File: config.mk
export PLATFORM = sky130hd
export DESIGN_NAME = backplane_segment_control_regs
export DESIGN_NICKNAME = d
export VERILOG_FILES = /design/src/segment_ctrl_pkg.sv /design/src/backplane_segment_control_regs.sv /design/src/change_flag.sv /design/src/rise_detect.sv
export VERILOG_INCLUDE_DIRS = /design/src
export SDC_FILE = /design/constraint.sdc
export NUM_CORES = 1
export LEC_CHECK = 0
export CAP_MARGIN = 20
export CELL_PAD_IN_SITES_DETAIL_PLACEMENT = 0
export CELL_PAD_IN_SITES_GLOBAL_PLACEMENT = 1
export CORE_MARGIN = 2
export CORE_UTILIZATION = 40
export DETAILED_ROUTE_END_ITERATION = 8
export DONT_BUFFER_PORTS = 1
export PLACE_DENSITY_LB_ADDON = 0.2
export REMOVE_ABC_BUFFERS = 1
export SYNTH_ARGS = -nofsm -noshare
export SYNTH_HDL_FRONTEND = slang
export SYNTH_SLANG_ARGS = --single-unit
File: constraint.sdc
create_clock -name core_clk_i -period 1.85 [get_ports core_clk_i]
set_clock_uncertainty 0.1 [all_clocks]
set_input_delay 0.0925 -clock core_clk_i [delete_from_list [all_inputs] [get_ports core_clk_i]]
set_output_delay 0.0925 -clock core_clk_i [all_outputs]
set_load 0.02 [all_outputs]
File: src/segment_ctrl_map.svh
// register offsets, field positions and reset values for the segment control bank
`ifndef SEGMENT_CTRL_MAP_SVH
`define SEGMENT_CTRL_MAP_SVH
`define FUNCTION_INDEX_PORT_ADDR 8'he6
`define FUNCTION_DATA_PORT_ADDR 8'he7
`define INT_STATUS_ADDR 8'he8
`define SEGMENT_A_STATUS_IDX 3'h1
`define SEGMENT_A_COMMAND_IDX 3'h2
`define SEGMENT_B_STATUS_IDX 3'h3
`define INDEX_RESET 3'h0
`define STATUS_RESET 8'h00
`define COMMAND_RESET 8'h00
`define INT_RESET 8'h2a
`define ST_SEG_RESET 5
`define ST_WR_UNLOCK 4
`define ST_QUIESCE_HANDOVER 3
`define ST_MODE_CHANGE 2
`define ST_OWNER 1
`define ST_REDUNDANT 0
`define CMD_ARB_EN 5
`define CMD_IRQ_EN 4
`define CMD_SWITCHOVER 3
`define CMD_TRANSFER_NOW 2
`define CMD_MODE_LOCK 1
`define CMD_RST_MASK 0
`define INT_A_FLAG 0
`define INT_A_MASK 1
`define INT_B_FLAG 2
`define INT_B_MASK 3
`endif

File: src/segment_ctrl_pkg.sv
// types shared by the segment control bank
package segment_ctrl_pkg;
    typedef enum logic [2:0] {
        ACC_IDLE = 3'b001,
        ACC_WRITE = 3'b010,
        ACC_READ = 3'b100
    } acc_state_t;
endpackage : segment_ctrl_pkg

File: src/backplane_segment_control_regs.sv
// status/command bank for one backplane segment, reached by index/data ports
// How it works
// - status bit 5 reads one while the segment is held in reset
// - status bit 4 unlocks command writes; zero makes command read-only
// - owner mode: status bit 3 shows segment quiesced, arbiter locked, bus idle
// - drone mode: status bit 3 shows handover requested, clears when done
// - rise of status bit 3 or 2 sets the segment change flag
// - status bit 2 sets on owner/drone mode change, write one clears
// - status bit 1 reads one in owner mode, zero in drone
// - status bit 0 reads one in a redundant host slot
// - command resets on power loss or master reset; status on power loss
// - command bit 5 reads one while the arbiter is enabled
// - drone mode: command bit 5 ignores writes and stays zero
// - owner mode: command bit 5 write one enables, zero locks arbiter
// - command bits 5 and 4 clear on master reset or slot enable inactive
// - command bit 4 enables backplane interrupts when owner; unwritable as drone
// - command bit 3 requests switchover; blocked while mode change set
// - command bit 3 clears on master reset, mode change, or redundant_host_n low
// - redundant drone: writing bit 2 withdraws alternate slot enable
// - redundant owner: writing bit 2 asserts alternate slot enable
// - command bit 1 locks mode; owner keeps arbiter on fault
// - locked drone ignores mode change requests and never becomes owner
// - bit 0 masks backplane reset in owner mode; drone never drives it
// - index port at E6h selects, data port at E7h accesses registers
// - change flags clear on write one; unmasked set flag raises interrupt
`include "segment_ctrl_map.svh"
module backplane_segment_control_regs (
    // clock, power-good reset and master reset
    input wire logic core_clk_i,
    input wire logic arst_n_i,
    input wire logic master_reset_i,
    // i/o port access, one-cycle strobes
    input wire logic io_wr_i,
    input wire logic io_rd_i,
    input wire logic [7:0] io_addr_i,
    input wire logic [7:0] io_wdata_i,
    output logic [7:0] io_rdata_o,
    output logic io_rvalid_o,
    // segment controller state
    input wire logic owner_mode_i,
    input wire logic redundant_host_n_i,
    input wire logic seg_in_reset_i,
    input wire logic seg_quiesced_i,
    input wire logic handover_req_i,
    input wire logic system_slot_enable_n_i,
    input wire logic fault_i,
    input wire logic mode_change_req_i,
    input wire logic mode_lock_preset_i,
    input wire logic seg_b_status_change_i,
    input wire logic [7:0] seg_b_status_i,
    // segment controller controls
    output logic arbiter_enable_o,
    output logic backplane_irq_en_o,
    output logic switchover_req_o,
    output logic alternate_slot_enable_n_o,
    output logic backplane_rst_n_o,
    output logic take_owner_o,
    output logic irq_o
);
    logic [2:0] index_r, index_nxt;
    logic unlock_r, unlock_nxt;
    logic [5:0] cmd_r, cmd_nxt;
    logic alt_en_r, alt_en_nxt;
    logic owner_prev_r, owner_prev_nxt;
    logic [2:0] int_mask_r, int_mask_nxt;
    logic [7:0] rdata_r, rdata_nxt;
    logic rvalid_r, rvalid_nxt;
    segment_ctrl_pkg::acc_state_t acc_r, acc_nxt;
    logic mode_chg, rise_q, rise_mc, flag_a, flag_b;
    logic wr_data, wr_int, wr_status, wr_cmd, cmd_ok, redundant, bit3;
    logic [7:0] status_v, int_v;

    assign redundant = ~redundant_host_n_i;
    // quiesce in owner mode, handover request in drone mode
    assign bit3 = owner_mode_i ? seg_quiesced_i : handover_req_i;
    assign wr_data = io_wr_i && io_addr_i == `FUNCTION_DATA_PORT_ADDR;
    assign wr_int = io_wr_i && io_addr_i == `INT_STATUS_ADDR;
    assign wr_status = wr_data && index_r == `SEGMENT_A_STATUS_IDX;
    assign wr_cmd = wr_data && index_r == `SEGMENT_A_COMMAND_IDX;
    assign cmd_ok = wr_cmd && unlock_r;

    always_comb begin
        status_v = 8'h00;
        status_v[`ST_SEG_RESET] = seg_in_reset_i;
        status_v[`ST_WR_UNLOCK] = unlock_r;
        status_v[`ST_QUIESCE_HANDOVER] = bit3;
        status_v[`ST_MODE_CHANGE] = mode_chg;
        status_v[`ST_OWNER] = owner_mode_i;
        status_v[`ST_REDUNDANT] = redundant;
        int_v = 8'h00;
        int_v[`INT_A_FLAG] = flag_a;
        int_v[`INT_A_MASK] = int_mask_r[0];
        int_v[`INT_B_FLAG] = flag_b;
        int_v[`INT_B_MASK] = int_mask_r[1];
        int_v[5] = int_mask_r[2];
    end

    // mode change status: owner level edge either way sets it
    change_flag u_mode_chg (
        .core_clk_i(core_clk_i),
        .arst_n_i(arst_n_i),
        .set_i(owner_mode_i != owner_prev_r),
        .clr_i(wr_status && io_wdata_i[`ST_MODE_CHANGE]),
        .flag_o(mode_chg)
    );
    rise_detect u_rise_q (
        .core_clk_i(core_clk_i),
        .arst_n_i(arst_n_i),
        .level_i(bit3),
        .rise_o(rise_q)
    );
    rise_detect u_rise_mc (
        .core_clk_i(core_clk_i),
        .arst_n_i(arst_n_i),
        .level_i(mode_chg),
        .rise_o(rise_mc)
    );
    // segment change flags; a set in the clear cycle is kept
    change_flag u_flag_a (
        .core_clk_i(core_clk_i),
        .arst_n_i(arst_n_i),
        .set_i(rise_q | rise_mc),
        .clr_i(wr_int && io_wdata_i[`INT_A_FLAG]),
        .flag_o(flag_a)
    );
    change_flag u_flag_b (
        .core_clk_i(core_clk_i),
        .arst_n_i(arst_n_i),
        .set_i(seg_b_status_change_i),
        .clr_i(wr_int && io_wdata_i[`INT_B_FLAG]),
        .flag_o(flag_b)
    );

    always_comb begin
        index_nxt = index_r;
        unlock_nxt = unlock_r;
        int_mask_nxt = int_mask_r;
        owner_prev_nxt = owner_mode_i;
        if (io_wr_i && io_addr_i == `FUNCTION_INDEX_PORT_ADDR) begin
            index_nxt = io_wdata_i[2:0];
        end
        if (wr_status) begin
            unlock_nxt = io_wdata_i[`ST_WR_UNLOCK];
        end
        if (wr_int) begin
            int_mask_nxt = {io_wdata_i[5], io_wdata_i[`INT_B_MASK],
                            io_wdata_i[`INT_A_MASK]};
        end
    end

    always_comb begin
        cmd_nxt = cmd_r;
        alt_en_nxt = alt_en_r;
        if (cmd_ok) begin
            if (owner_mode_i) begin
                cmd_nxt[`CMD_ARB_EN] = io_wdata_i[`CMD_ARB_EN];
                cmd_nxt[`CMD_IRQ_EN] = io_wdata_i[`CMD_IRQ_EN];
            end
            if (!mode_chg) begin
                cmd_nxt[`CMD_SWITCHOVER] = io_wdata_i[`CMD_SWITCHOVER];
            end
            cmd_nxt[`CMD_MODE_LOCK] = io_wdata_i[`CMD_MODE_LOCK];
            cmd_nxt[`CMD_RST_MASK] = io_wdata_i[`CMD_RST_MASK];
            if (io_wdata_i[`CMD_TRANSFER_NOW] && redundant) begin
                // write-one action: owner asserts, drone withdraws
                alt_en_nxt = owner_mode_i;
            end
        end
        if (!owner_mode_i) begin
            cmd_nxt[`CMD_ARB_EN] = 1'b0;
        end
        if (fault_i && owner_mode_i && !cmd_r[`CMD_MODE_LOCK]) begin
            cmd_nxt[`CMD_ARB_EN] = 1'b0;
        end
        if (system_slot_enable_n_i) begin
            cmd_nxt[`CMD_ARB_EN] = 1'b0;
            cmd_nxt[`CMD_IRQ_EN] = 1'b0;
        end
        if (mode_chg || !redundant_host_n_i) begin
            cmd_nxt[`CMD_SWITCHOVER] = 1'b0;
        end
        cmd_nxt[`CMD_TRANSFER_NOW] = 1'b0;
        if (master_reset_i) begin
            cmd_nxt = 6'(`COMMAND_RESET);
            cmd_nxt[`CMD_MODE_LOCK] = mode_lock_preset_i;
        end
    end

    // one-cycle read answer
    always_comb begin
        acc_nxt = segment_ctrl_pkg::ACC_IDLE;
        rdata_nxt = rdata_r;
        rvalid_nxt = 1'b0;
        if (io_wr_i) begin
            acc_nxt = segment_ctrl_pkg::ACC_WRITE;
        end else if (io_rd_i) begin
            acc_nxt = segment_ctrl_pkg::ACC_READ;
            rvalid_nxt = 1'b1;
            rdata_nxt = 8'h00;
            case (io_addr_i)
                `FUNCTION_INDEX_PORT_ADDR: rdata_nxt = {5'h00, index_r};
                `INT_STATUS_ADDR: rdata_nxt = int_v;
                `FUNCTION_DATA_PORT_ADDR: begin
                    case (index_r)
                        `SEGMENT_A_STATUS_IDX: rdata_nxt = status_v;
                        `SEGMENT_A_COMMAND_IDX: rdata_nxt = {2'h0, cmd_r};
                        `SEGMENT_B_STATUS_IDX: rdata_nxt = seg_b_status_i;
                        default: rdata_nxt = 8'h00;
                    endcase
                end
                default: rdata_nxt = 8'h00;
            endcase
        end
    end

    // status bank resets on power-good only; master reset spares it
    always_ff @(posedge core_clk_i or negedge arst_n_i) begin
        if (!arst_n_i) begin
            index_r <= `INDEX_RESET;
            unlock_r <= 1'b0;
            cmd_r <= 6'h00;
            alt_en_r <= 1'b0;
            owner_prev_r <= 1'b0;
            int_mask_r <= 3'h7;
            rdata_r <= 8'h00;
            rvalid_r <= 1'b0;
            acc_r <= segment_ctrl_pkg::ACC_IDLE;
        end else begin
            index_r <= index_nxt;
            unlock_r <= unlock_nxt;
            cmd_r <= cmd_nxt;
            alt_en_r <= alt_en_nxt;
            owner_prev_r <= owner_prev_nxt;
            int_mask_r <= int_mask_nxt;
            rdata_r <= rdata_nxt;
            rvalid_r <= rvalid_nxt;
            acc_r <= acc_nxt;
        end
    end

    assign io_rdata_o = rdata_r;
    assign io_rvalid_o = rvalid_r;
    assign arbiter_enable_o = cmd_r[`CMD_ARB_EN];
    assign backplane_irq_en_o = cmd_r[`CMD_IRQ_EN] & owner_mode_i;
    assign switchover_req_o = cmd_r[`CMD_SWITCHOVER];
    assign alternate_slot_enable_n_o = ~alt_en_r;
    // drone never drives reset; owner drives it unless masked
    assign backplane_rst_n_o = ~(seg_in_reset_i & owner_mode_i
                                & ~cmd_r[`CMD_RST_MASK]);
    // a locked drone never takes ownership
    assign take_owner_o = mode_change_req_i & ~owner_mode_i
                          & ~cmd_r[`CMD_MODE_LOCK];
    assign irq_o = (flag_a & ~int_mask_r[0])
                   | (flag_b & ~int_mask_r[1]);

    property p_cmd_locked;
        @(posedge core_clk_i) disable iff (!arst_n_i)
        (wr_cmd && !unlock_r && !master_reset_i && !system_slot_enable_n_i
         && !mode_chg && redundant_host_n_i && !fault_i)
        |=> cmd_r == $past(cmd_r);
    endproperty
    a_cmd_locked: assert property (p_cmd_locked)
        else $error("command changed while locked");
    property p_drone_arb;
        @(posedge core_clk_i) disable iff (!arst_n_i)
        !owner_mode_i |=> !arbiter_enable_o;
    endproperty
    a_drone_arb: assert property (p_drone_arb)
        else $error("arbiter enabled in drone mode");
    property p_slot_clear;
        @(posedge core_clk_i) disable iff (!arst_n_i)
        system_slot_enable_n_i |=> !cmd_r[`CMD_ARB_EN] && !cmd_r[`CMD_IRQ_EN];
    endproperty
    a_slot_clear: assert property (p_slot_clear)
        else $error("arbiter or irq enable survived slot disable");
    property p_sw_clear;
        @(posedge core_clk_i) disable iff (!arst_n_i)
        (mode_chg || !redundant_host_n_i || master_reset_i)
        |=> !switchover_req_o;
    endproperty
    a_sw_clear: assert property (p_sw_clear)
        else $error("switchover request not cleared");
    property p_flag_set;
        @(posedge core_clk_i) disable iff (!arst_n_i)
        $rose(bit3) |=> flag_a;
    endproperty
    a_flag_set: assert property (p_flag_set)
        else $error("change flag not set on bit3 rise");
    property p_irq;
        @(posedge core_clk_i) disable iff (!arst_n_i)
        (flag_a && !int_mask_r[0]) |-> irq_o;
    endproperty
    a_irq: assert property (p_irq)
        else $error("unmasked flag without interrupt");
    property p_drone_rst;
        @(posedge core_clk_i) disable iff (!arst_n_i)
        !owner_mode_i |-> backplane_rst_n_o;
    endproperty
    a_drone_rst: assert property (p_drone_rst)
        else $error("drone drove backplane reset");
    property p_mode_chg;
        @(posedge core_clk_i) disable iff (!arst_n_i)
        (owner_mode_i != $past(owner_mode_i)) |=> mode_chg;
    endproperty
    a_mode_chg: assert property (p_mode_chg)
        else $error("mode change not flagged");
    property p_lock_drone;
        @(posedge core_clk_i) disable iff (!arst_n_i)
        cmd_r[`CMD_MODE_LOCK] |-> !take_owner_o;
    endproperty
    a_lock_drone: assert property (p_lock_drone)
        else $error("locked drone took ownership");
    property p_read_answer;
        @(posedge core_clk_i) disable iff (!arst_n_i)
        (io_rd_i && !io_wr_i) |=> io_rvalid_o
            && acc_r == segment_ctrl_pkg::ACC_READ;
    endproperty
    a_read_answer: assert property (p_read_answer)
        else $error("read not answered in the next cycle");
    property p_alt_owner;
        @(posedge core_clk_i) disable iff (!arst_n_i)
        (cmd_ok && io_wdata_i[`CMD_TRANSFER_NOW] && !redundant_host_n_i
         && owner_mode_i) |=> !alternate_slot_enable_n_o;
    endproperty
    a_alt_owner: assert property (p_alt_owner)
        else $error("owner transfer did not assert alternate enable");
    property p_alt_drone;
        @(posedge core_clk_i) disable iff (!arst_n_i)
        (cmd_ok && io_wdata_i[`CMD_TRANSFER_NOW] && !redundant_host_n_i
         && !owner_mode_i) |=> alternate_slot_enable_n_o;
    endproperty
    a_alt_drone: assert property (p_alt_drone)
        else $error("drone transfer did not withdraw alternate enable");
    property p_master_reset_cmd;
        @(posedge core_clk_i) disable iff (!arst_n_i)
        master_reset_i |=> !arbiter_enable_o && !switchover_req_o
            && !backplane_irq_en_o && !cmd_r[`CMD_RST_MASK];
    endproperty
    a_master_reset_cmd: assert property (p_master_reset_cmd)
        else $error("command bits survived master reset");
    property p_swo_blocked;
        @(posedge core_clk_i) disable iff (!arst_n_i)
        (cmd_ok && mode_chg && !switchover_req_o) |=> !switchover_req_o;
    endproperty
    a_swo_blocked: assert property (p_swo_blocked)
        else $error("switchover written while mode change set");
    c_unlock_write: cover property (@(posedge core_clk_i) cmd_ok);
    c_takeover: cover property (@(posedge core_clk_i) $fell(alt_en_r)
                                || $rose(alt_en_r));
    c_irq: cover property (@(posedge core_clk_i) $rose(irq_o));
endmodule : backplane_segment_control_regs

File: src/change_flag.sv
// sticky write-one-to-clear flag where a set beats a clear
module change_flag (
    // clock and reset
    input wire logic core_clk_i,
    input wire logic arst_n_i,
    // set and clear
    input wire logic set_i,
    input wire logic clr_i,
    output logic flag_o
);
    logic flag_r;
    logic flag_nxt;
    always_comb begin
        flag_nxt = flag_r;
        if (clr_i) begin
            flag_nxt = 1'b0;
        end
        if (set_i) begin
            flag_nxt = 1'b1;
        end
    end
    always_ff @(posedge core_clk_i or negedge arst_n_i) begin
        if (!arst_n_i) begin
            flag_r <= 1'b0;
        end else begin
            flag_r <= flag_nxt;
        end
    end
    assign flag_o = flag_r;
endmodule : change_flag

File: src/rise_detect.sv
// rising edge detector for one status level
module rise_detect (
    // clock and reset
    input wire logic core_clk_i,
    input wire logic arst_n_i,
    // level in, pulse out
    input wire logic level_i,
    output logic rise_o
);
    logic prev_r;
    logic prev_nxt;
    always_comb begin
        prev_nxt = level_i;
    end
    always_ff @(posedge core_clk_i or negedge arst_n_i) begin
        if (!arst_n_i) begin
            prev_r <= 1'b0;
        end else begin
            prev_r <= prev_nxt;
        end
    end
    assign rise_o = level_i & ~prev_r;
endmodule : rise_detect

# Yosys cells after proc, flatten, opt, wreduce, memory -nomap -nowiden
# Index checks and enable logic that the tools add are counted.
word_totals:
  register_bits: 29
  inputBits: 39
  output_inout_bits: 16
  elab_cells: 94
op_classes:
  n_eq_ne: 9
  muxes: 20
  bitwise_logic: 22
  n_reduce_logical: 26
ops:
  columns: ["operator", "n"]
  rows:
  - ["$pmux 8 s3", 2]
  - ["$eq 8x8->1 const B", 3]
  - ["$mux 1", 13]
  - ["$logic_and 1x1->1", 12]
  - ["$not 1->1", 11]
  - ["$and 1x1->1", 9]
  - ["$reduce_bool 3->1", 3]
  - ["$reduce_and 2->1", 4]
  - ["$reduce_bool 2->1", 4]
  - ["$eq 3x2->1 const B", 2]
  - ["$mux 2", 3]
  - ["$mux 6", 1]
  - ["$ne 5x2->1 const B", 1]
  - ["$eq 3x1->1 const B", 1]
  - ["$mux 3", 1]
  - ["$ne 3x3->1 const B", 1]
  - ["$logic_not 1->1", 2]
  - ["$or 1x1->1", 2]
  - ["$logic_or 1x1->1", 1]
  - ["$ne 1x1->1", 1]

# Depth between registers and ports, before layout
# Gate-level depths: netlist of the first run.
logic_depth:
  depth_word: 9
  depth_mapped: 5
  mapped_depth_nobuf: 4

# Cells and area by module
# A second synthesis of the first run with hierarchy kept.
unflattened:
  cells_unflattened: 131
  area_unflattened_um2: 1490.2
modules_own_cells:
  columns: ["mod", "instances", "cells_each", "area_each_um2"]
  rows:
  - ["backplane_segment_control_regs", 1, 118, 1303.8]
  - ["change_flag", 3, 3, 36.3]
  - ["rise_detect", 2, 2, 38.8]

# Least setup slack after synthesis of the first run
# No wires, ideal clock.
synth_timing:
  path_type: "register to register"
  from: "register index_r[2]"
  to: "register alt_en_r"
  setup_ps: 125
  arrival_ps: 1407
  t_required_ps: 1625
  setup_slack_ps: 219
  path_stages_with_launch: 5
  path_buffers: 0
  cell_sequence: "dfrtp_1 > nand2b_1 > nor4_4 > nand3b_1 > mux2_2"
synth_between:
  elab_chain_cells: 4
synth_rtl:
  columns: ["element", "line", "text"]
  rows:
  - ["start, declared", "backplane_segment_control_regs.sv:60", "logic [2:0] index_r, index_nxt;"]
  - ["start signal, assigned", "backplane_segment_control_regs.sv:219", "index_r <= `INDEX_RESET;"]
  - ["start signal, assigned", "backplane_segment_control_regs.sv:229", "index_r <= index_nxt;"]
  - ["$eq 3x2->1", null, null]
  - ["$logic_and 1x1->1 (no line)", null, null]
  - ["$logic_and 1x1->1", "backplane_segment_control_regs.sv:80", "assign cmd_ok = wr_cmd && unlock_r;"]
  - ["$reduce_and 2->1 (no line)", null, null]
  - ["end signal, assigned", "backplane_segment_control_regs.sv:232", "alt_en_r <= alt_en_nxt;"]
  - ["end, declared", "backplane_segment_control_regs.sv:63", "logic alt_en_r, alt_en_nxt;"]
# Every way passes these cells.
# A chain may end at the register's enable or synchronous reset.

# Final worst setup path of the first run
layout_timing:
  from: "register index_r[2]"
  to: "register rdata_r[6], in the netlist io_rdata_o[6]"
layout_between:
  elab_chain_cells: 3
  elab_cells_between_ends: 5
  cone_classes: "eq/ne: 3; mux: 2"
layout_rtl:
  columns: ["element", "line", "text"]
  rows:
  - ["$eq 3x2->1 or $eq 3x1->1 (tied branches)", "backplane_segment_control_regs.sv:204", "case (index_r)"]
  - ["$pmux 8 s3 *", "backplane_segment_control_regs.sv:204", null]
  - ["$pmux 8 s3 *", "backplane_segment_control_regs.sv:200", "case (io_addr_i)"]
  - ["end signal, assigned", "backplane_segment_control_regs.sv:235", "rdata_r <= rdata_nxt;"]
  - ["end, declared", "backplane_segment_control_regs.sv:66", "logic [7:0] rdata_r, rdata_nxt;"]
# Every way passes the cells marked *; elsewhere a longest branch is shown, timed or not.

==> results of run 1 <==
[cell families after synthesis]
logic type | after synthesis
XOR/XNOR | 1
AO/OA/AOI/OAI | 32
multiplexers | 18
buffers and inverters | 12
flip-flops | 28
AND/OR/NAND/NOR | 45
[worst max-delay path, delay by kind of cell (launching register included)]
family	cells	cell delay (ns)
AO/OA/AOI/OAI	1	0.28
buffers and inverters	1	0.58
flip-flops	1	0.43
AND/OR/NAND/NOR	1	0.27
[power groups by stage]
stage	clock network (uW)	logic [uW]	registers, uW
floorplan	0	59.9	659
global placement	0	82.8	658
detailed placement	0	83.6	659
CTS	309	150	648
global route	337	163	650
finish	303	149	648
[layer usage]
layer / up-vias / track usage
met1: 600 / 0.2438
li1: 565 / -
met4: 0 / 0.03191
met2: 37 / 0.3477
met3: 4 / 0.05382
met5: - / 0
[cell usage in the layout (no fill, tap or decap), types with 2 or more instances in the layout]
cell type	synthesis	routed
nor3b_1	2	2
buf_4	0	7
dlygate4sd3_1	0	26
nand2_1	13	13
nand4b_1	3	3
inv_1	7	7
mux2i_1	4	4
nor4b_2	2	2
o31ai_1	4	4
nor2_1	8	8
nand2b_1	3	3
dfrtp_1	25	25
clkbuf_4	0	3
nand3_1	3	3
nand3b_1	3	3
mux2_2	14	14
a22oi_1	3	3
a22o_1	3	3
a21oi_1	5	5
dfstp_2	3	3
nor2b_1	2	2
o21ai_0	6	6
a221oi_1	2	2
[area by class of cell]
class	count	area [um^2]	area share
Inverter	7	26.28	0.01407
Timing Repair Buffer	34	332.8	0.1782
Multi-Input combinational cell	96	710.7	0.3804
Sequential cell	28	704.4	0.3771
Clock buffer	4	36.28	0.01942
Tap cell	46	57.56	0.03081
[per-stage QoR]
step             util  instances  total power (uW)  hold slack [ns]
3_3_place_gp   0.4542        184             741.2          -0.3023
3_5_place_dp   0.4542        184             742.7          -0.3023
4_1_cts        0.5469        215              1106        0.0002107
5_1_grt        0.5469        215              1151         0.008511
2_1_floorplan       -        131             718.6          -0.3031
6_report       0.5469        215              1100         0.006352
[path summary, 6_finish.rpt]
kind                                          from         endpoint  cells after the start  slack [ns]
worst min-delay path            redundant_host_n_i    io_rdata_o[0]                      4       0.006
worst max-delay path                    index_r[2]    io_rdata_o[6]                      3        0.15
min in group asynchronous                 arst_n_i         cmd_r[5]                      2        0.10
max in group asynchronous                 arst_n_i    int_mask_r[0]                      2        1.32
worst max register to register          index_r[2]    io_rdata_o[6]                      3        0.15
worst min register to register     u_rise_q.prev_r  u_flag_a.flag_o                      1        0.39
[sequential cells by signal, summed over array words and instances, names as in the netlist]
| signal | cells |
|---|---|
| u_mode_chg.flag_o | 1 |
| io_rdata_o | 8 |
| int_mask_r | 3 |
| io_rvalid_o | 1 |
| u_rise_q.prev_r | 1 |
| u_flag_b.flag_o | 1 |
| u_flag_a.flag_o | 1 |
| index_r | 3 |
| unlock_r | 1 |
| owner_prev_r | 1 |
| alt_en_r | 1 |
| u_rise_mc.prev_r | 1 |
| cmd_r | 5 |
==> results.md, run 1 <==
* Outcome: finished clean
* Largest net degree at the start of global routing at 29
* Yosys cell types at 37
* Top sig layer: met4
* Max Root-Sink Buffers at 2
* I/O Pins at 55
* Synth area leaders: dfrtp_1 43%, mux2_2 11%, dfstp_2 5.4%, nand2_1 3.3%, mux2i_1 2.7%
* Crit path arrival time at 1.89 ns
* Final Hold Vio Count at 0
* Largest area contributor in the netlist: dfrtp_1
* CTS sink count at 28
* CTS tree: done
* Most instantiated cells after synthesis: 25 x dfrtp_1, 14 x mux2_2, 13 x nand2_1, 8 x nor2_1, 7 x inv_1
* Pleak at 0.0008043 uW
* Antenna fix cells at 0
* Post-synthesis cell count at 136
* Number of buffers added for setup after CTS at 0
* Compound-Gate Fraction of Synth Area at 0.1560
* Final WS setup at 0.1451 ns
* Final Max Tran Viols at 0
* Die ar. at 4150 um^2
* CTS Root Cell: clkbuf_4
* Async set-reset flop share out of synthesis at 1.000
* CTS buffer count at 3
* Slowest CP cell: dlygate4sd3_1
* First-pass GRT wire length at 6.265 mm
* Critical path class: reg2reg
* Drt wl/cell at 17.57 um
* Crit-path max FO at 4
* Max VDD drop at 0.0004799 V
* Resized cells post-CTS at 0
* Clock latency on the worst-skew pair at 0.33 ns
* Startpoint Class: flop
* Slew HR at 0.6677
* Final period utilization at 0.9216
* Post-layout nets at 209
* Number of global-route vias before repair at 1,273
* Total track usage at 0.1966
* H-tree levels at 1
* # setup viols final at 0
* DRT iter0 DRCs at 26
* FF+latch count, synth at 28
* Multiplexer share of the synthesized area at 0.1354
* Filler instances at 309
* Share of the synthesized area in the top cell type at 0.4284
* TNS Setup at 0 ns
* GP Congestion at 0.8240
* Clock share of power at 0.276
* Top-count cell post-synth: dfrtp_1
* Power per Cell Area at 588.7 nW/um^2
* Net Sw Frac at 0.2439
* Initial core utilization at 0.4275
* FMAX at 586.6 MHz
* Synth Area in XOR/XNOR at 0.005998
* Wire length on met2 at 1.896 mm
* Final Instance Area at 1868 um^2
* Antenna violations before repair at 0
* Synth Area in Simple Gates at 0.1894
* Largest family of logic cells by synthesized area: simple AND/OR/NAND/NOR gates
* Max Cap Viol at 0
* Initial DRT Pass Iterations at 4
* Worst EP required at 2.03 ns
* Yosys warnings at 0
* Die height at 64.42 um
* Core Rows at 21
* Seq pwr share at 0.589
* Post-Route WL at 3.777 mm
* Vias per cell at 5.609
* Post-DRT Antenna Nets at 0
* Core Footprint at 3416 um^2
* Worst slew pin tran at 0.5058 ns
* Hold_buf cts at 27
* Top_reg_cell synth: dfrtp_1
* Synthesized area at 1460 um^2
* Metal3 WL at 226 um
* M1 WL at 1.624 mm
* Post-synthesis adder-cell area fraction at 0
* Post-synth EDFFs at 0
* Share of post-route cells with drive strength above 1 at 0.1953
* Count of buffers from port buffering at 0
* DRC Markers at 0
* Switch Pwr at 268.2 uW
* Vias at 1,206
* GRT overflow at 0
* Syn_area_per_cell at 10.74 um^2
* Post-DP Area at 1551 um^2
* DP HPWL at 2.717 mm
* Fraction of the yosys area taken by sequential cells at 0.4824
* Comb pwr share at 0.135
* Worst setup EP type: flop
* Unrepaired setup endpoints after global routing: no
* Pre-CTS setup slack at 0.1978 ns
* Crit path largest cell delay at 0.58 ns
* Clk pin slew, worst setup/hold paths at 0.15 ns
* Critical Path, Cell by Cell: nand4b_1, o31ai_1, dlygate4sd3_1
* Post-layout min period at 1.705 ns
* Area Growth Syn to Fin at 27.93%
* Die width at 64.42 um
* Internal Power at 831.5 uW
* Tightest Hold Check Type: in2reg
Power figures use the tool's default switching activity.
==> run 2, diff against run 1 <==
--- a/config.mk
+++ b/config.mk
@@ -6,15 +6,15 @@
 export SDC_FILE = /design/constraint.sdc
 export NUM_CORES = 1
 export LEC_CHECK = 0
+export ABC_CLOCK_PERIOD_IN_PS = 1850
 export CAP_MARGIN = 20
 export CELL_PAD_IN_SITES_DETAIL_PLACEMENT = 0
 export CELL_PAD_IN_SITES_GLOBAL_PLACEMENT = 1
-export CORE_MARGIN = 2
+export CORE_MARGIN = 5
 export CORE_UTILIZATION = 40
 export DETAILED_ROUTE_END_ITERATION = 8
 export DONT_BUFFER_PORTS = 1
 export PLACE_DENSITY_LB_ADDON = 0.2
-export REMOVE_ABC_BUFFERS = 1
 export SYNTH_ARGS = -nofsm -noshare
 export SYNTH_HDL_FRONTEND = slang
 export SYNTH_SLANG_ARGS = --single-unit
==> run 2 against run 1 <==
Flip-flop and latch count unchanged; global-route usage down 3.0 points; critical path depth unchanged; power up 2.8%; cell area down 1.4%.
==> results.md, run 2 (synthesis results as in run 1) <==
* Slowest CP cell: dlygate4sd3_1
* Critical path class: in2reg
* Die height at 70.42 um
* Post-layout nets at 205
* Crit path largest cell delay at 0.70 ns
* Mapped Nets at 175
* Placed cells at 186
* Largest register FFs at 8
* Die ar. at 4959 um^2
* DRC Markers at 0
* Max Cap Viol at 0
* Initial DRT Pass Iterations at 4
* Pleak at 0.0007815 uW
* Clock latency on the worst-skew pair at 0.27 ns
* Crit-path max FO at 7
* Core Footprint at 3606 um^2
* Resized cells post-CTS at 0
* Antenna violations before repair at 1
* Power per Cell Area at 613.8 nW/um^2
* CTS tree: done
* H-tree levels at 1
* I/O Pins at 55
* Number of global-route vias before repair at 1,297
* CTS sink count at 28
* Largest net degree at the start of global routing at 29
* Final Max Tran Viols at 0
* Vias at 1,169
* Final period utilization at 0.9214
* Drt wl/cell at 18.57 um
* TNS Setup at 0 ns
* Post-Route WL at 3.973 mm
* Post-layout min period at 1.705 ns
* Post-Layout Cell Count at 214
* Tightest Hold Check Type: in2reg
* Slew HR at 0.6733
* GRT overflow at 0
* DRT iter0 DRCs at 47
* Final Hold Vio Count at 0
* Vias per cell at 5.463
* # setup viols final at 0
* Critical Path, Cell by Cell: dlygate4sd3_1, mux2_2, dlygate4sd3_1
* Initial core utilization at 0.4049
* Final core utilization at 0.5108
* Area Growth Syn to Fin at 26.14%
* Commonest cells after routing, fill and taps aside: 25 x dfrtp_1, 22 x dlygate4sd3_1, 14 x mux2_2, 13 x nand2_1, 8 x nor2_1
* Total track usage at 0.1669
* Startpoint Class: input port
* Max Root-Sink Buffers at 2
* Count of buffers from port buffering at 0
* Max VDD drop at 0.0002820 V
* DP HPWL at 2.915 mm
* Die width at 70.42 um
* Worst setup EP type: flop
* Outcome: finished clean
* Worst slew pin tran at 0.4973 ns
* FMAX at 586.6 MHz
* Core Rows at 22
* Clk pin slew, worst setup/hold paths at 0.09 ns
* CTS Root Cell: clkbuf_8
* First-pass GRT wire length at 6.575 mm
* Crit path arrival time at 1.77 ns
* GP Congestion at 0.7596
* Share of post-route cells with drive strength above 1 at 0.1939
* Most common cell after layout, fill and taps aside: dfrtp_1
* CTS buffer count at 3
* Most frequent CP cell: dlygate4sd3_1
* Post-DRT Antenna Nets at 0
* Unrepaired setup endpoints after global routing: no
* Worst EP required at 1.91 ns
==> run 2: cell types whose count changed in the layout (fill, tap and decap cells not counted) <==
cell	before	now
clkbuf_8	1	3
clkbuf_1	0	1
dlygate4sd3_1	26	22
diode_2	0	1
clkbuf_4	3	0
==> run 2: layout make-up <==
class                   instances  area [um^2]
inverters                       7        26.28
well taps                      48        60.06
repair buffers                 30        292.8
clock buffers                   4        45.04
flip-flops and latches         28        704.4
fillers                       349         1764
diodes                          1        2.502
multi-input cells              96        710.7
==> run 2: worst max-delay path: cells and delay by family <==
kind | cells | cell delay (ns)
buffers and inverters | 2 | 1.26
multiplexers | 1 | 0.41
==> run 2: stage by stage <==
step | total power [uW] | cell area (um^2) | hold WS [ns] | worst slack (ns)
after floorplan | 723.3 | 1460 | -0.3031 | 0.2187
after global placement | 741.7 | 1554 | -0.3024 | 0.1707
after detailed placement | 743.1 | 1554 | -0.3023 | 0.1520
after CTS | 1143 | 1839 | 0.003494 | 0.1384
after global routing | 1191 | 1842 | 0.02196 | 0.06671
final | 1131 | 1842 | 0.006894 | 0.1454
==> run 2: what timing repair did <==
item / in CTS / in global routing
hold buffers: 23 / 0
setup buffers: 0 / 0
endpoints found under the hold margin: 49 / 0
==> run 2: metal layers <==
metal	vias up	global-route usage	share of wire	wire length [um]
li1	563	-	-	-
met1	566	0.2090	0.42	1659
met2	38	0.2838	0.51	2019
met3	2	0.04460	0.069	275
met4	0	0.04043	0.0045	18
met5	-	0	0	0
==> run 2: report_power, final <==
part	switching, uW	total, uW	leakage (uW)	internal [uW]
logic	67.5	144	0.000409	76.9
clock network	185	339	0.0000228	154
registers	16.7	647	0.000349	630
==> run 2: final timing paths <==
check,from,endpoint,slack [ns],cells past startpoint
max,owner_mode_i,u_rise_q.prev_r,0.15,3
min in group asynchronous,arst_n_i,cmd_r[4],0.17,2
max in group asynchronous,arst_n_i,int_mask_r[0],1.25,2
min,io_addr_i[0],io_rdata_o[6],0.007,2
max reg2reg,index_r[2],cmd_r[1],0.15,5
min reg2reg,u_rise_q.prev_r,u_flag_a.flag_o,0.37,1
==> run 3, diff against run 2 <==
--- a/config.mk
+++ b/config.mk
@@ -11,7 +11,7 @@
 export CELL_PAD_IN_SITES_DETAIL_PLACEMENT = 0
 export CELL_PAD_IN_SITES_GLOBAL_PLACEMENT = 1
 export CORE_MARGIN = 5
-export CORE_UTILIZATION = 40
+export CORE_UTILIZATION = 46
 export DETAILED_ROUTE_END_ITERATION = 8
 export DONT_BUFFER_PORTS = 1
 export PLACE_DENSITY_LB_ADDON = 0.2
==> run 3 against run 2 <==
Non-clock buffer count is 1 higher; first-iteration DRC count is 15% lower; register-to-register slack hardly changed; worst hold slack better by 0.0074 ns; critical path depth is 2 higher; sequential share of layout area is 0.078 points higher; routed wire length is 4.3% lower; clock power is 13% lower; die area is 11% lower; cell area is 0.20% lower; worst setup slack worse by 0.0094 ns; flip-flop and latch count stayed put; highest routed layer unchanged.
==> results.md, run 3 (synthesis results as in run 1) <==
* Outcome: finished clean
* Die ar. at 4401 um^2
* Die height at 66.34 um
* Post-DRT Antenna Nets at 0
* Min-Delay Path Depth at 3
* Post-layout nets at 206
* Unrepaired setup endpoints after global routing: no
* Area Growth Syn to Fin at 25.88%
* Final Hold Vio Count at 0
* Count of buffers from port buffering at 0
* GRT overflow at 0
* Initial core utilization at 0.4783
* H-tree levels at 1
* DP HPWL at 2.757 mm
* CTS tree: done
* Commonest cells after routing, fill and taps aside: 25 x dfrtp_1, 24 x dlygate4sd3_1, 14 x mux2_2, 13 x nand2_1, 8 x nor2_1
* CTS sink count at 28
* Antenna fix cells at 0
* Final Max Tran Viols at 0
* Slew HR at 0.6767
* Total Power at 1089 uW
* Vias at 1,208
* Max VDD drop at 0.0003402 V
* Final period utilization at 0.9265
* Startpoint Class: flop
* Post-layout min period at 1.714 ns
* Clk pin slew, worst setup/hold paths at 0.15 ns
* Drt wl/cell at 18.11 um
* Post-Route WL at 3.804 mm
* FMAX at 583.4 MHz
* Tightest Hold Check Type: in2reg
* Hold endpoint: io_rdata_o[5]
* Max Cap Viol at 0
* Core Rows at 20
* Clock latency on the worst-skew pair at 0.32 ns
* Initial DRT Pass Iterations at 4
* HP Start: seg_in_reset_i
* Largest register FFs at 8
* Most common cell after layout, fill and taps aside: dfrtp_1
* Worst slew pin tran at 0.4921 ns
* Worst EP required at 1.97 ns
* TNS Setup at 0 ns
* Total track usage at 0.1908
* Crit-path max FO at 8
* # setup viols final at 0
* Core Footprint at 3053 um^2
* Crit path arrival time at 1.84 ns
* Antenna violations before repair at 0
* CTS buffer count at 3
* Largest net degree at the start of global routing at 29
* Share of post-route cells with drive strength above 1 at 0.1988
* Launch point of the worst reg-to-reg path: index_r[2]
* I/O Pins at 55
* Reg2reg end: alt_en_r
* R2R Setup Slk at 0.14 ns
* DRT iter0 DRCs at 40
* First-pass GRT wire length at 6.430 mm
* Pleak at 0.0007837 uW
* Die width at 66.34 um
* Worst setup EP type: flop
* Mapped Nets at 175
* Critical path class: reg2reg
* Max Root-Sink Buffers at 2
* Vias per cell at 5.752
* GP Congestion at 0.7832
* Filler instances at 277
* Power per Cell Area at 592.7 nW/um^2
* CTS Root Cell: clkbuf_4
* DRC Markers at 0
* Number of global-route vias before repair at 1,300
* Worst R2R Path Depth at 5
## run 3: cell count changes in the layout (fill, tap and decap cells not counted), sizes merged
cell,before,now
buf,8,7
diode,1,0
dlygate4sd3,22,24
## run 3: report_power, final
group	switching (uW)	internal, uW
clock network	176	120
registers	18.1	630
logic	67.6	77.1
total	262	828
## run 3: worst max-delay path, stage by stage (launching register included)
cell	delay (ns)
dfrtp_1	0.43
nand2b_1	0.20
nor4_4	0.27
buf_4	0.22
nand3b_1	0.11
mux2_2	0.28
## run 3: through the flow
| stage | hold WS, ns | cell area, um^2 | util | instances | worst slack (ns) |
|---|---|---|---|---|---|
| 2_1_floorplan | -0.3031 | 1460 | - | 136 | 0.2187 |
| 3_3_place_gp | -0.3024 | 1541 | 0.5049 | 181 | 0.2040 |
| 3_5_place_dp | -0.3024 | 1541 | 0.5049 | 181 | 0.1788 |
| 4_1_cts | 0.008801 | 1838 | 0.6020 | 210 | 0.1234 |
| 5_1_grt | 0.02274 | 1838 | 0.6020 | 210 | 0.03732 |
| 6_report | 0.01429 | 1838 | 0.6020 | 210 | 0.1360 |
## run 3: layer usage
| layer | routed length [um] | GRT usage | vias to the layer above |
|---|---|---|---|
| met5 | 0 | 0 | - |
| met3 | 316 | 0.05272 | 2 |
| li1 | - | - | 563 |
| met2 | 1893 | 0.3197 | 45 |
| met1 | 1578 | 0.2450 | 598 |
| met4 | 15 | 0.03807 | 0 |
## run 3: cell type report
cell class / count / area, um^2 / area share
timing repair buffer: 31 / 305.3 / 0.1661
multi-input combinational: 96 / 710.7 / 0.3867
sequential: 28 / 704.4 / 0.3833
clock buffer: 4 / 36.28 / 0.01974
tap: 44 / 55.05 / 0.02995
inverter: 7 / 26.28 / 0.01430
## run 3: how the worst max path moves through the flow
stage                     startpoint  depth (start not counted)             to
final                     index_r[2]                          5       alt_en_r
after CTS                    io_wr_i                          7  io_rdata_o[7]
after detailed placement  index_r[2]                          5       alt_en_r
after global routing         io_wr_i                          7  io_rdata_o[7]
after floorplan           index_r[2]                          4       alt_en_r
after global placement    index_r[2]                          5       alt_en_r
## run 3: what timing repair did
item	CTS	global route
gates resized for setup	0	1
setup buffers	0	0
hold buffers	25	0
hold endpoints to repair	51	0
endpoints found under the setup margin	0	1
